$ cat config.mk
export PLATFORM = sky130hd
export DESIGN_NAME = cmce_top
export DESIGN_NICKNAME = d
export VERILOG_FILES = /design/src/cmce_pkg.sv /design/src/cmce_top.sv
export SDC_FILE = /design/constraint.sdc
export NUM_CORES = 2
export LEC_CHECK = 0
export BUFFER_PORTS_ARGS = -buffer_cell sky130_fd_sc_hd__buf_2
export CAP_MARGIN = 15
export CORE_AREA = 2 2 472 474
export DETAILED_ROUTE_END_ITERATION = 8
export DIE_AREA = 0 0 474 476
export GPL_TIMING_DRIVEN = 1
export PLACE_DENSITY = 0.65
export SETUP_SLACK_MARGIN = 0.2
export SYNTH_ARGS = -nofsm -noshare
export SYNTH_HDL_FRONTEND = slang
export SYNTH_SLANG_ARGS = --single-unit
export TNS_END_PERCENT = 5
$ cat constraint.sdc
create_clock -name mclk_i -period 7.65 [get_ports mclk_i]
set_clock_uncertainty 0.15 [all_clocks]
set_input_delay 0.3825 -clock mclk_i [delete_from_list [all_inputs] [get_ports mclk_i]]
set_output_delay 0.3825 -clock mclk_i [all_outputs]
set_load 0.01 [all_outputs]
$ cat src/cmce_pkg.sv
// package: constants and types of the code memory command executor
package cmce_pkg;

	// ==========================================================
	// command opcodes and fixed command lengths in words
	localparam logic [3:0] OP_READ_ID = 4'h1;
	localparam logic [3:0] OP_READ_CODE = 4'h2;
	localparam logic [3:0] OP_WRITE_ID = 4'h4;
	localparam logic [3:0] OP_WRITE_ROW = 4'h5;
	localparam logic [3:0] OP_VERSION = 4'hB;
	localparam logic [7:0] LEN_READ_ID = 8'h03;
	localparam logic [7:0] LEN_READ_CODE = 8'h04;
	localparam logic [7:0] LEN_WRITE_ID = 8'h04;
	localparam logic [7:0] LEN_WRITE_ROW = 8'h63;
	localparam logic [7:0] LEN_VERSION = 8'h01;

	// ==========================================================
	// response fields
	localparam logic [3:0] RSP_PASS = 4'h1;
	localparam logic [3:0] RSP_FAIL = 4'h2;
	localparam logic [3:0] RSP_NACK = 4'h3;
	localparam logic [7:0] QE_NONE = 8'h00;
	localparam logic [7:0] QE_VERIFY = 8'h01;
	localparam logic [15:0] RSP_HDR_WORDS = 16'h0002;
	localparam logic [7:0] ID_PAD = 8'h00;

	// ==========================================================
	// sizes
	localparam int ROW_WORDS = 96;
	localparam logic [16:0] ROW_INSTR = 17'h00040;
	localparam logic [16:0] ID_MAX = 17'h00100;
	localparam logic [23:0] ADDR_STEP = 24'h000002;
	localparam logic [4:0] ROW_ARG_BASE = 5'h03;

	// ==========================================================
	// types
	typedef enum logic [2:0] {
		ST_IDLE,
		ST_ARGS,
		ST_WR,
		ST_VERIFY,
		ST_EMIT,
		ST_RD_ID,
		ST_RD_CODE
	} cmce_state_t;

	typedef struct packed {
		logic [3:0] op;
		logic [3:0] last_cmd;
		logic [7:0] query_error_code;
	} cmce_hdr_t;

	typedef struct packed {
		logic id_space;
		logic we;
		logic [23:0] addr;
		logic [23:0] wdata;
	} cmce_mem_req_t;

endpackage

$ cat src/cmce_top.sv
// module: command interpreter serving an external programmer

module cmce_top #(
	parameter logic [7:0] EXEC_VERSION = 8'h10
) (
	input wire logic mclk_i,
	input wire logic rst_n_i,
	input wire logic cmd_valid_i,
	input wire logic [15:0] cmd_data_i,
	output logic cmd_ready_o,
	output logic rsp_valid_o,
	output logic [15:0] rsp_data_o,
	input wire logic rsp_ready_i,
	output logic mem_valid_o,
	output cmce_pkg::cmce_mem_req_t mem_req_o,
	input wire logic mem_ack_i,
	input wire logic mem_fault_i,
	input wire logic [23:0] mem_rdata_i,
	output logic exec_reset_o
);

	// ==========================================================
	// state
	cmce_pkg::cmce_state_t state_q, after_q;
	logic [3:0] op_q;
	logic [7:0] cmd_len_q, wcnt_q;
	logic [15:0] a1_q, a2_q, a3_q;
	localparam int ROW_WORDS_I = cmce_pkg::ROW_WORDS;
	logic [15:0] row_q [ROW_WORDS_I];
	logic [23:0] base_q;
	logic [16:0] idx_q, total_q;
	logic [15:0] wq0_q, wq1_q;
	logic [1:0] wq_cnt_q;
	logic [7:0] held_msb_q;
	logic fail_q;
	logic rsp_valid_q;
	logic [15:0] rsp_data_q;
	logic mem_valid_q;
	cmce_pkg::cmce_mem_req_t mem_req_q;
	logic exec_reset_q;

	// ==========================================================
	// combinational helpers
	logic push_w, acked_w, fault_w, issue_w, last_w, mismatch_w;
	logic [6:0] rw_base;
	logic [23:0] row_instr;
	logic [15:0] half_n;
	cmce_pkg::cmce_mem_req_t req_w;

	assign acked_w = mem_valid_q && mem_ack_i && !mem_fault_i;
	assign fault_w = mem_valid_q && mem_ack_i && mem_fault_i;
	assign push_w = (state_q == cmce_pkg::ST_EMIT) && (wq_cnt_q != 2'd0)
		&& (!rsp_valid_q || rsp_ready_i);
	assign last_w = (idx_q + 17'd1) == total_q;
	assign half_n = a1_q >> 1;

	// packed pair p occupies row words 3p..3p+2
	assign rw_base = {2'b00, idx_q[5:1]} + {1'b0, idx_q[5:1], 1'b0};
	assign row_instr = idx_q[0] ? {row_q[rw_base + 7'd1][15:8], row_q[rw_base + 7'd2]}
		: {row_q[rw_base + 7'd1][7:0], row_q[rw_base]};

	assign mismatch_w = (op_q == cmce_pkg::OP_WRITE_ID) ? (mem_rdata_i[7:0] != a3_q[7:0])
		: (mem_rdata_i != row_instr);

	assign issue_w = !mem_valid_q && (state_q == cmce_pkg::ST_WR
		|| state_q == cmce_pkg::ST_VERIFY
		|| ((state_q == cmce_pkg::ST_RD_ID || state_q == cmce_pkg::ST_RD_CODE)
		&& idx_q != total_q));

	always_comb begin
		req_w.id_space = (state_q == cmce_pkg::ST_RD_ID) || (op_q == cmce_pkg::OP_WRITE_ID);
		req_w.we = (state_q == cmce_pkg::ST_WR);
		req_w.addr = base_q + idx_q[15:0] * cmce_pkg::ADDR_STEP;
		if (op_q == cmce_pkg::OP_WRITE_ID) begin
			req_w.wdata = {16'h0000, a3_q[7:0]};
		end else begin
			req_w.wdata = row_instr;
		end
	end

	// next command waits until the last answer word is taken
	assign cmd_ready_o = (state_q == cmce_pkg::ST_IDLE && !rsp_valid_q)
		|| (state_q == cmce_pkg::ST_ARGS && wcnt_q != cmd_len_q);
	assign rsp_valid_o = rsp_valid_q;
	assign rsp_data_o = rsp_data_q;
	assign mem_valid_o = mem_valid_q;
	assign mem_req_o = mem_req_q;
	assign exec_reset_o = exec_reset_q;

	// ==========================================================
	// row data buffer
	always_ff @(posedge mclk_i) begin
		if (state_q == cmce_pkg::ST_ARGS && cmd_valid_i && cmd_ready_o
			&& wcnt_q >= {3'b000, cmce_pkg::ROW_ARG_BASE}
			&& op_q == cmce_pkg::OP_WRITE_ROW) begin
			row_q[7'(wcnt_q - {3'b000, cmce_pkg::ROW_ARG_BASE})] <= cmd_data_i;
		end
	end

	// ==========================================================
	// command sequencer
	always_ff @(posedge mclk_i or negedge rst_n_i) begin
		if (!rst_n_i) begin
			state_q <= cmce_pkg::ST_IDLE;
			after_q <= cmce_pkg::ST_IDLE;
			op_q <= 4'h0;
			cmd_len_q <= 8'h00;
			wcnt_q <= 8'h00;
			a1_q <= 16'h0000;
			a2_q <= 16'h0000;
			a3_q <= 16'h0000;
			base_q <= 24'h000000;
			idx_q <= 17'h00000;
			total_q <= 17'h00000;
			wq0_q <= 16'h0000;
			wq1_q <= 16'h0000;
			wq_cnt_q <= 2'd0;
			held_msb_q <= 8'h00;
			fail_q <= 1'b0;
		end else if (fault_w) begin
			state_q <= cmce_pkg::ST_IDLE;
			wq_cnt_q <= 2'd0;
		end else begin
			unique case (state_q)
				cmce_pkg::ST_IDLE: begin
					if (cmd_valid_i && cmd_ready_o) begin
						op_q <= cmd_data_i[15:12];
						wcnt_q <= 8'd1;
						fail_q <= 1'b0;
						state_q <= cmce_pkg::ST_ARGS;
						unique case (cmd_data_i[15:12])
							cmce_pkg::OP_READ_ID: cmd_len_q <= cmce_pkg::LEN_READ_ID;
							cmce_pkg::OP_READ_CODE: cmd_len_q <= cmce_pkg::LEN_READ_CODE;
							cmce_pkg::OP_WRITE_ID: cmd_len_q <= cmce_pkg::LEN_WRITE_ID;
							cmce_pkg::OP_WRITE_ROW: cmd_len_q <= cmce_pkg::LEN_WRITE_ROW;
							cmce_pkg::OP_VERSION: cmd_len_q <= cmce_pkg::LEN_VERSION;
							default: begin
								cmd_len_q <= (cmd_data_i[7:0] == 8'h00) ? 8'h01 : cmd_data_i[7:0];
							end
						endcase
					end
				end
				cmce_pkg::ST_ARGS: begin
					if (wcnt_q != cmd_len_q) begin
						if (cmd_valid_i) begin
							wcnt_q <= wcnt_q + 8'd1;
							if (wcnt_q == 8'd1) a1_q <= cmd_data_i;
							if (wcnt_q == 8'd2) a2_q <= cmd_data_i;
							if (wcnt_q == 8'd3) a3_q <= cmd_data_i;
						end
					end else begin
						idx_q <= 17'h00000;
						wq_cnt_q <= 2'd2;
						wq1_q <= cmce_pkg::RSP_HDR_WORDS;
						after_q <= cmce_pkg::ST_IDLE;
						state_q <= cmce_pkg::ST_EMIT;
						unique case (op_q)
							cmce_pkg::OP_READ_ID: begin
								base_q <= {a1_q[7:0], a2_q};
								total_q <= (a1_q[15:8] == 8'h00) ? cmce_pkg::ID_MAX
									: {9'h000, a1_q[15:8]};
								wq0_q <= {cmce_pkg::RSP_PASS, op_q, cmce_pkg::QE_NONE};
								wq1_q <= cmce_pkg::RSP_HDR_WORDS + ((a1_q[15:8] == 8'h00)
									? cmce_pkg::ID_MAX[15:0] : {8'h00, a1_q[15:8]});
								after_q <= cmce_pkg::ST_RD_ID;
							end
							cmce_pkg::OP_READ_CODE: begin
								base_q <= {a2_q[7:0], a3_q};
								total_q <= {1'b0, a1_q};
								wq0_q <= {cmce_pkg::RSP_PASS, op_q, cmce_pkg::QE_NONE};
								wq1_q <= (a1_q[0] ? 16'd4 : cmce_pkg::RSP_HDR_WORDS)
									+ half_n + {half_n[14:0], 1'b0};
								after_q <= cmce_pkg::ST_RD_CODE;
							end
							cmce_pkg::OP_WRITE_ID: begin
								base_q <= {a1_q[7:0], a2_q};
								total_q <= 17'h00001;
								state_q <= cmce_pkg::ST_WR;
							end
							cmce_pkg::OP_WRITE_ROW: begin
								base_q <= {a1_q[7:0], a2_q};
								total_q <= cmce_pkg::ROW_INSTR;
								state_q <= cmce_pkg::ST_WR;
							end
							cmce_pkg::OP_VERSION: begin
								wq0_q <= {cmce_pkg::RSP_PASS, op_q, EXEC_VERSION};
							end
							default: begin
								wq0_q <= {cmce_pkg::RSP_NACK, op_q, cmce_pkg::QE_NONE};
							end
						endcase
					end
				end
				cmce_pkg::ST_WR: begin
					if (acked_w) begin
						if (last_w) begin
							idx_q <= 17'h00000;
							state_q <= cmce_pkg::ST_VERIFY;
						end else begin
							idx_q <= idx_q + 17'd1;
						end
					end
				end
				cmce_pkg::ST_VERIFY: begin
					if (acked_w) begin
						idx_q <= idx_q + 17'd1;
						if (mismatch_w) fail_q <= 1'b1;
						if (last_w) begin
							wq0_q <= (fail_q || mismatch_w)
								? {cmce_pkg::RSP_FAIL, op_q, cmce_pkg::QE_VERIFY}
								: {cmce_pkg::RSP_PASS, op_q, cmce_pkg::QE_NONE};
							wq1_q <= cmce_pkg::RSP_HDR_WORDS;
							wq_cnt_q <= 2'd2;
							after_q <= cmce_pkg::ST_IDLE;
							state_q <= cmce_pkg::ST_EMIT;
						end
					end
				end
				cmce_pkg::ST_EMIT: begin
					if (wq_cnt_q == 2'd0) begin
						state_q <= after_q;
					end else if (push_w) begin
						wq0_q <= wq1_q;
						wq_cnt_q <= wq_cnt_q - 2'd1;
					end
				end
				cmce_pkg::ST_RD_ID: begin
					if (idx_q == total_q && !mem_valid_q) begin
						state_q <= cmce_pkg::ST_IDLE;
					end else if (acked_w) begin
						wq0_q <= {cmce_pkg::ID_PAD, mem_rdata_i[7:0]};
						wq_cnt_q <= 2'd1;
						idx_q <= idx_q + 17'd1;
						state_q <= cmce_pkg::ST_EMIT;
					end
				end
				cmce_pkg::ST_RD_CODE: begin
					if (idx_q == total_q && !mem_valid_q) begin
						state_q <= cmce_pkg::ST_IDLE;
					end else if (acked_w) begin
						idx_q <= idx_q + 17'd1;
						state_q <= cmce_pkg::ST_EMIT;
						if (!idx_q[0]) begin
							held_msb_q <= mem_rdata_i[23:16];
							wq0_q <= mem_rdata_i[15:0];
							wq1_q <= {8'h00, mem_rdata_i[23:16]};
							wq_cnt_q <= last_w ? 2'd2 : 2'd1;
						end else begin
							wq0_q <= {mem_rdata_i[23:16], held_msb_q};
							wq1_q <= mem_rdata_i[15:0];
							wq_cnt_q <= 2'd2;
						end
					end
				end
			endcase
		end
	end

	// ==========================================================
	// response word output
	always_ff @(posedge mclk_i or negedge rst_n_i) begin
		if (!rst_n_i) begin
			rsp_valid_q <= 1'b0;
			rsp_data_q <= 16'h0000;
		end else if (fault_w) begin
			rsp_valid_q <= 1'b0;
		end else if (push_w) begin
			rsp_valid_q <= 1'b1;
			rsp_data_q <= wq0_q;
		end else if (rsp_ready_i) begin
			rsp_valid_q <= 1'b0;
		end
	end

	// ==========================================================
	// memory port
	always_ff @(posedge mclk_i or negedge rst_n_i) begin
		if (!rst_n_i) begin
			mem_valid_q <= 1'b0;
			mem_req_q <= '0;
			exec_reset_q <= 1'b0;
		end else begin
			exec_reset_q <= fault_w;
			if (issue_w) begin
				mem_valid_q <= 1'b1;
				mem_req_q <= req_w;
			end else if (mem_ack_i) begin
				mem_valid_q <= 1'b0;
			end
		end
	end

endmodule
### Yosys cells after proc, flatten, opt, wreduce, memory -nomap -nowiden

Memory sizes are Yosys's and may differ from the RTL's.
Cells that the tools add are included.

* $add $sub $neg: 11
* magnitude comparators: 1
* bitwise operators: 4
* reduce and logical (&&, ||, !) cells: 62
* equal/unequal tests: 55
* multiplexer cells: 82

Operator list (count)
* $mux 16: 16
* $pmux 17 s4: 2
* $pmux 16 s3: 2
* $mux 17: 5
* $pmux 16 s5: 1
* $mux 24: 2
* $pmux 24 s2: 1
* $mux 3: 15
* $reduce_and 5->1: 8
* $eq 17x17->1: 2
* $ne 3x3->1 const B: 11
* $mux 8: 4
* $pmux 16 s2: 1
* $pmux 8 s4: 1
* $ne 2x2->1 const B: 14
* $add 24x17->24: 1
* $mux 2: 12
* $ne 24x24->1: 1
* $mux 9: 2
* $pmux 3 s6: 1
* $add 17x1->17 const B: 1
* $ne 17x17->1: 1
* $add 16x16->16: 1
* $add 3x15->16: 1
* other kinds (48): 109

* RAM bits: 1536
* memories: 1
* logic and storage cells: 240
* bits in registers: 244

Memories
* row_q: words 96, bits a word 16, read ports 3, clocked after Yosys merged registers in 0, wr ports 1, line cmce_top.sv:29 `logic [15:0] row_q [ROW_WORDS_I];`

### Depth between registers and ports, before layout

An unclocked memory read counts as a cell.

* depth after elaboration: 11
* gate-level depth with buffers: 26

### Least setup slack after synthesis

No wires, ideal clock.

* path kind: register -> register
* from: register idx_q[2]
* to: register wq0_q[13]
* stages on the path, launching flop included: 25
* setup time: 125 ps
* arrival time: 5846 ps
* data required time: 7375 ps
* path slack: 1529 ps
* buffers on the path: 10
* cell sequence: dfrtp_1 inv_1 ha_1 buf_4 buf_6 buf_4 inv_2 buf_1 clkbuf_1 ha_1 buf_2 buf_2 buf_1 clkbuf_1 clkbuf_1 mux4_2 mux2i_1 o22ai_1 a211o_1 xor2_1 a2111oi_2 nand4_1 o32ai_2 a21oi_1 mux2_2

* longest elaborated chain between the ends: 11
* elaborated cells on any way between the ends: 20
* those cells by class: add/sub (4); eq/ne (6); mux (6); reduce/logical (3); memory (1)

RTL lines
* from (decl): line cmce_top.sv:31 `logic [16:0] idx_q, total_q;`
* from (signal assigned): line cmce_top.sv:200 `idx_q <= idx_q + 17'd1;`
* from (signal assigned): line cmce_top.sv:206 `idx_q <= idx_q + 17'd1;`
* from (signal assigned): line cmce_top.sv:233 `idx_q <= idx_q + 17'd1;`
* $add 5x6->7: line cmce_top.sv:58 `assign rw_base = {2'b00, idx_q[5:1]} + {1'b0, idx_q[5:1], 1'b0};`
* $add 7x2->7 / $add 7x1->7 (equally long branches): line cmce_top.sv:59, cmce_top.sv:60
* $mem_v2 96x16
* $mux 24: line cmce_top.sv:59 `assign row_instr = idx_q[0] ? {row_q[rw_base + 7'd1][15:8], row_q[rw_base + 7'd2]}`
* $ne 24x24->1: line cmce_top.sv:63 `: (mem_rdata_i != row_instr);`
* $mux 1: line cmce_top.sv:62 `assign mismatch_w = (op_q == cmce_pkg::OP_WRITE_ID) ? (mem_rdata_i[7:0] != a3_q[7:0])`
* $logic_or 1x1->1: line cmce_top.sv:209 `wq0_q <= (fail_q || mismatch_w)`
* $mux 14: line cmce_top.sv:210 `? {cmce_pkg::RSP_FAIL, op_q, cmce_pkg::QE_VERIFY}`
* $mux 16: line cmce_top.sv:208 `if (last_w) begin`
* $mux 16: line cmce_top.sv:205 `if (acked_w) begin`
* $pmux 16 s5: line cmce_top.sv:124 `unique case (state_q)`
* to (signal assigned): line cmce_top.sv:209
* to (signal assigned): line cmce_top.sv:223 `wq0_q <= wq1_q;`
* to (signal assigned): line cmce_top.sv:231 `wq0_q <= {cmce_pkg::ID_PAD, mem_rdata_i[7:0]};`
* to (decl): line cmce_top.sv:32 `logic [15:0] wq0_q, wq1_q;`

Parallel ways exist; a longest one is shown, timed or not. The select of a mux whose other input is x is not followed.
A chain may end at the register's enable or synchronous reset.

### Worst setup path in the final report

* from: register idx_q[1]
* to: register wq0_q[13]

Same word-level chain as after synthesis.

==> flow_metrics.py <==
metrics = {
    "outcome": {
        "outcome": "completed",
    },
    "detailed_routing": {
        "drc": 0,
        "wl_per_cell_um": 38.1,
        "ant_nets": 0,
        "dr_total_vias": 64300,
        "via_per_inst": 7.17,
        "drt_pass1_iterations": 9,
        "drtIter0Drc": 11900,
        "wl_um": 341000,
    },
    "logic_synthesis": {
        "synth.area.top_cells": "edfxtp_1, mux4_2, dfrtp_1, mux2i_1, nand2_1",
        "synth_cells": 5734,
        "postSynthNetCount": 5846,
        "ys_ff_latch": 1779,
        "async_flop_share_pct": 13.7,
        "synth-edff-count": 1536,
        "synth_area_per_cell_um2": 17.2,
        "yosysMostFrequentCell": "edfxtp_1",
        "yosys.area.top_type": "edfxtp_1",
        "yosys_warnings": 0,
        "ys_types": 90,
        "yosysSeqAreaShare_pct": 52.9,
        "syn_area_mm2": 0.0987,
        "synth_top_area_share_pct": 46.7,
        "synth_ff_type": "edfxtp_1",
        "synth_common_cells": "edfxtp_1, mux4_2, nand2_1",
    },
    "final_layout": {
        "final_nets": 5930,
        "final_core_util_pct": 49.8,
        "drive_gt1_share_pct": 36.8,
        "area_delta_synth_final_pct": 11.6,
        "multi_input_area_mm2": 0.0445,
        "final_cells": 8957,
        "fillCellCount": 17800,
        "final-seq-area_mm2": 0.0522,
    },
    "timing": {
        "setup_viol_count_final": 0,
        "hold_violations": 0,
        "rsz0062_at_grt": "no",
        "slew-limit-headroom_pct": 9.51,
        "period_needed_ns": 7.42,
        "whs_ns": 0.0431,
        "slew_viol_final": 0,
        "period_share_pct": 97.0,
        "fmax_mhz": 135,
        "tns_ns": 0,
        "worstMarginPinSlew_ns": 1.32,
    },
    "power_and_ir_drop": {
        "p_per_area_mw_per_mm2": 254,
        "internal_power_mw": 19.3,
        "power.clock.fraction_pct": 33.4,
        "swShare_pct": 31.0,
        "p_total_mw": 27.9,
        "vdd_drop_max_v": 0.000240,
        "pwr-share-comb_pct": 25.4,
        "p_leak_nw": 35.9,
        "switching_power_mw": 8.65,
        "power_frac_seq_pct": 41.2,
    },
    "setup_path": {
        "cp-startpoint": "idx_q[1]",
        "cp-start-kind": "register",
        "criticalPathCategory": "reg2reg",
        "r2r-start": "idx_q[1]",
        "cp_data_required_time_ns": 8.29,
        "worstPathMaxFanout": 14,
        "r2r_cells": 17,
        "crit_path_end_kind": "register",
        "critPathArrivalTime_ns": 8.07,
    },
    "worst_hold_path": {
        "hold_depth": 1,
        "hp-class": "in2reg",
        "min-delay-start": "cmd_data_i[12]",
    },
    "clock_network": {
        "h-tree-depth": 4,
        "cts.repair.resized": 0,
        "cts_sinks": 1779,
        "path_clk_slew_ns": 0.06,
        "cts_made_buffers": 188,
        "cts_tree": "done",
        "clk_path_buf_depth": 3,
        "clk_latency_ns": 0.91,
        "clockRootBuffer": "clkbuf_16",
    },
    "global_routing": {
        "overflow": 0,
        "grt_max_degree": 126,
        "gr-usage-all-layers_pct": 30.1,
        "grt_pass1_wl_um": 477000,
        "first_global_vias": 61400,
        "antenna_found_initial": 19,
    },
    "placement": {
        "dp_hpwl_um": 227000,
        "placedCellCount": 8548,
        "gp_congestion": 1.00,
        "port_buffers": 115,
    },
    "die": {
        "die_w_um": 474,
        "start_util_pct": 44.7,
        "rows": 173,
        "dieArea_mm2": 0.226,
        "core_mm2": 0.221,
        "io_pins": 116,
        "die_h_um": 476,
    },
    "flow_run": {
        "drv_cap": 0,
    },
}
==> layout by cell type (no fill, tap or decap), types with 30 or more instances in the layout <==
cell and count:
mux2i_1 193, dfrtp_1 241, xnor2_1 54, ha_1 59
edfxtp_1 1536, o22ai_1 38, a21oi_1 103, and3_1 36
inv_1 47, nor2_2 47, xor2_1 51, clkbuf_16 189
nor2_4 53, mux2_2 85, buf_12 32, buf_4 197
clkinv_2 31, buf_2 98, dlygate4sd3_1 49, nand3_1 80
nor2_1 153, nor3_1 46, mux4_2 1348, o21ai_0 210
a211oi_1 30, clkinv_1 40, clkbuf_1 35, nand2_1 387
==> final cells by class <==
type	instances	share of cell area, %
antenna	3	0.00682
clock inverter	120	1.21
clock buffer	231	4.50
inverter	52	0.178
tap	2975	3.38
multi-input combinational	3416	40.4
sequential	1779	47.4
timing repair buffer	381	2.88
==> routing by layer <==
layer / share of wire (%) / up-vias / global-route usage [%]
li1: - / 24500 / -
met5: 0.037 / - / 0
met4: 6.0 / 14 / 15.2
met1: 36 / 33600 / 40.2
met3: 14 / 849 / 9.21
met2: 45 / 5304 / 44.8
==> stage by stage <==
stage | worst slack (ns) | instance area (um2)
after global placement | 0.480 | 103000
after CTS | 0.471 | 110000
after detailed placement | 0.468 | 103000
after global routing | 0.249 | 110000
final | 0.226 | 110000
after floorplan | 1.53 | 98700
==> path summary, 6_finish.rpt <==
path | slack (ns) | to
worst max-delay path | 0.23 | wq0_q[13]
worst min-delay path | 0.04 | row_q[53][12]
worst max register to register | 0.23 | wq0_q[13]
worst min register to register | 0.33 | mem_req_o[42]
max in group asynchronous | 5.47 | idx_q[1]
min in group asynchronous | 0.43 | a2_q[5]
==> critical path: stages, from the launching register on <==
cell and delay [ns]:
dfrtp_4 0.60, ha_1 0.34, inv_1 0.13, fa_4 0.53, xor2_4 0.32, buf_4 0.43
nor2_1 0.90, nand2_1 0.27, or4_1 0.80, a21oi_1 0.52, nand4_1 0.33, o2111ai_1 0.34
xor2_1 0.18, a2111oi_2 0.25, nand4_1 0.25, o32ai_2 0.53, a21oi_1 0.13, mux2_2 0.28
==> sequential cells by signal (all words and copies together), names as in the netlist, 3 cells and up <==
name        count
row_q        1536
mem_req_o      50
base_q         24
idx_q          17
a1_q           16
a2_q           16
a3_q           16
rsp_data_o     16
total_q        16
wq0_q          16
wq1_q          16
cmd_len_q       8
held_msb_q      8
wcnt_q          8
op_q            4
after_q         3
state_q         3
==> cell families (layout without fill, tap and decap cells) <==
family | after synthesis | in the layout | share of synthesized area [%]
buffers and inverters | 539 | 784 | 2.77
xor gates and xnor gates | 117 | 117 | 1.09
AOI/OAI and AO/OA | 648 | 648 | 4.31
adders and majority gates | 66 | 66 | 0.875
DFF | 1779 | 1779 | 52.9
other | 0 | 3 | 0
and+or+nand+nor | 956 | 956 | 4.31
muxes | 1629 | 1629 | 33.8
==> power by group through the flow <==
stage                     Sequential [mW]  Combinational, mW  Clock [mW]
after global routing                 11.5               7.49        9.80
after floorplan                      11.5               4.70           0
final                                11.5               7.09        9.34
after CTS                            11.5               6.95        9.42
after detailed placement             11.7               6.86           0
after global placement               11.7               6.82           0
==> what timing repair did <==
action | CTS | global route
hold buffers | 50 | 0
endpoints found under the hold margin | 455 | 0
buffers inserted | 0 | 3
setup endpoints to repair | 0 | 3
Power figures use the tool's default switching activity.
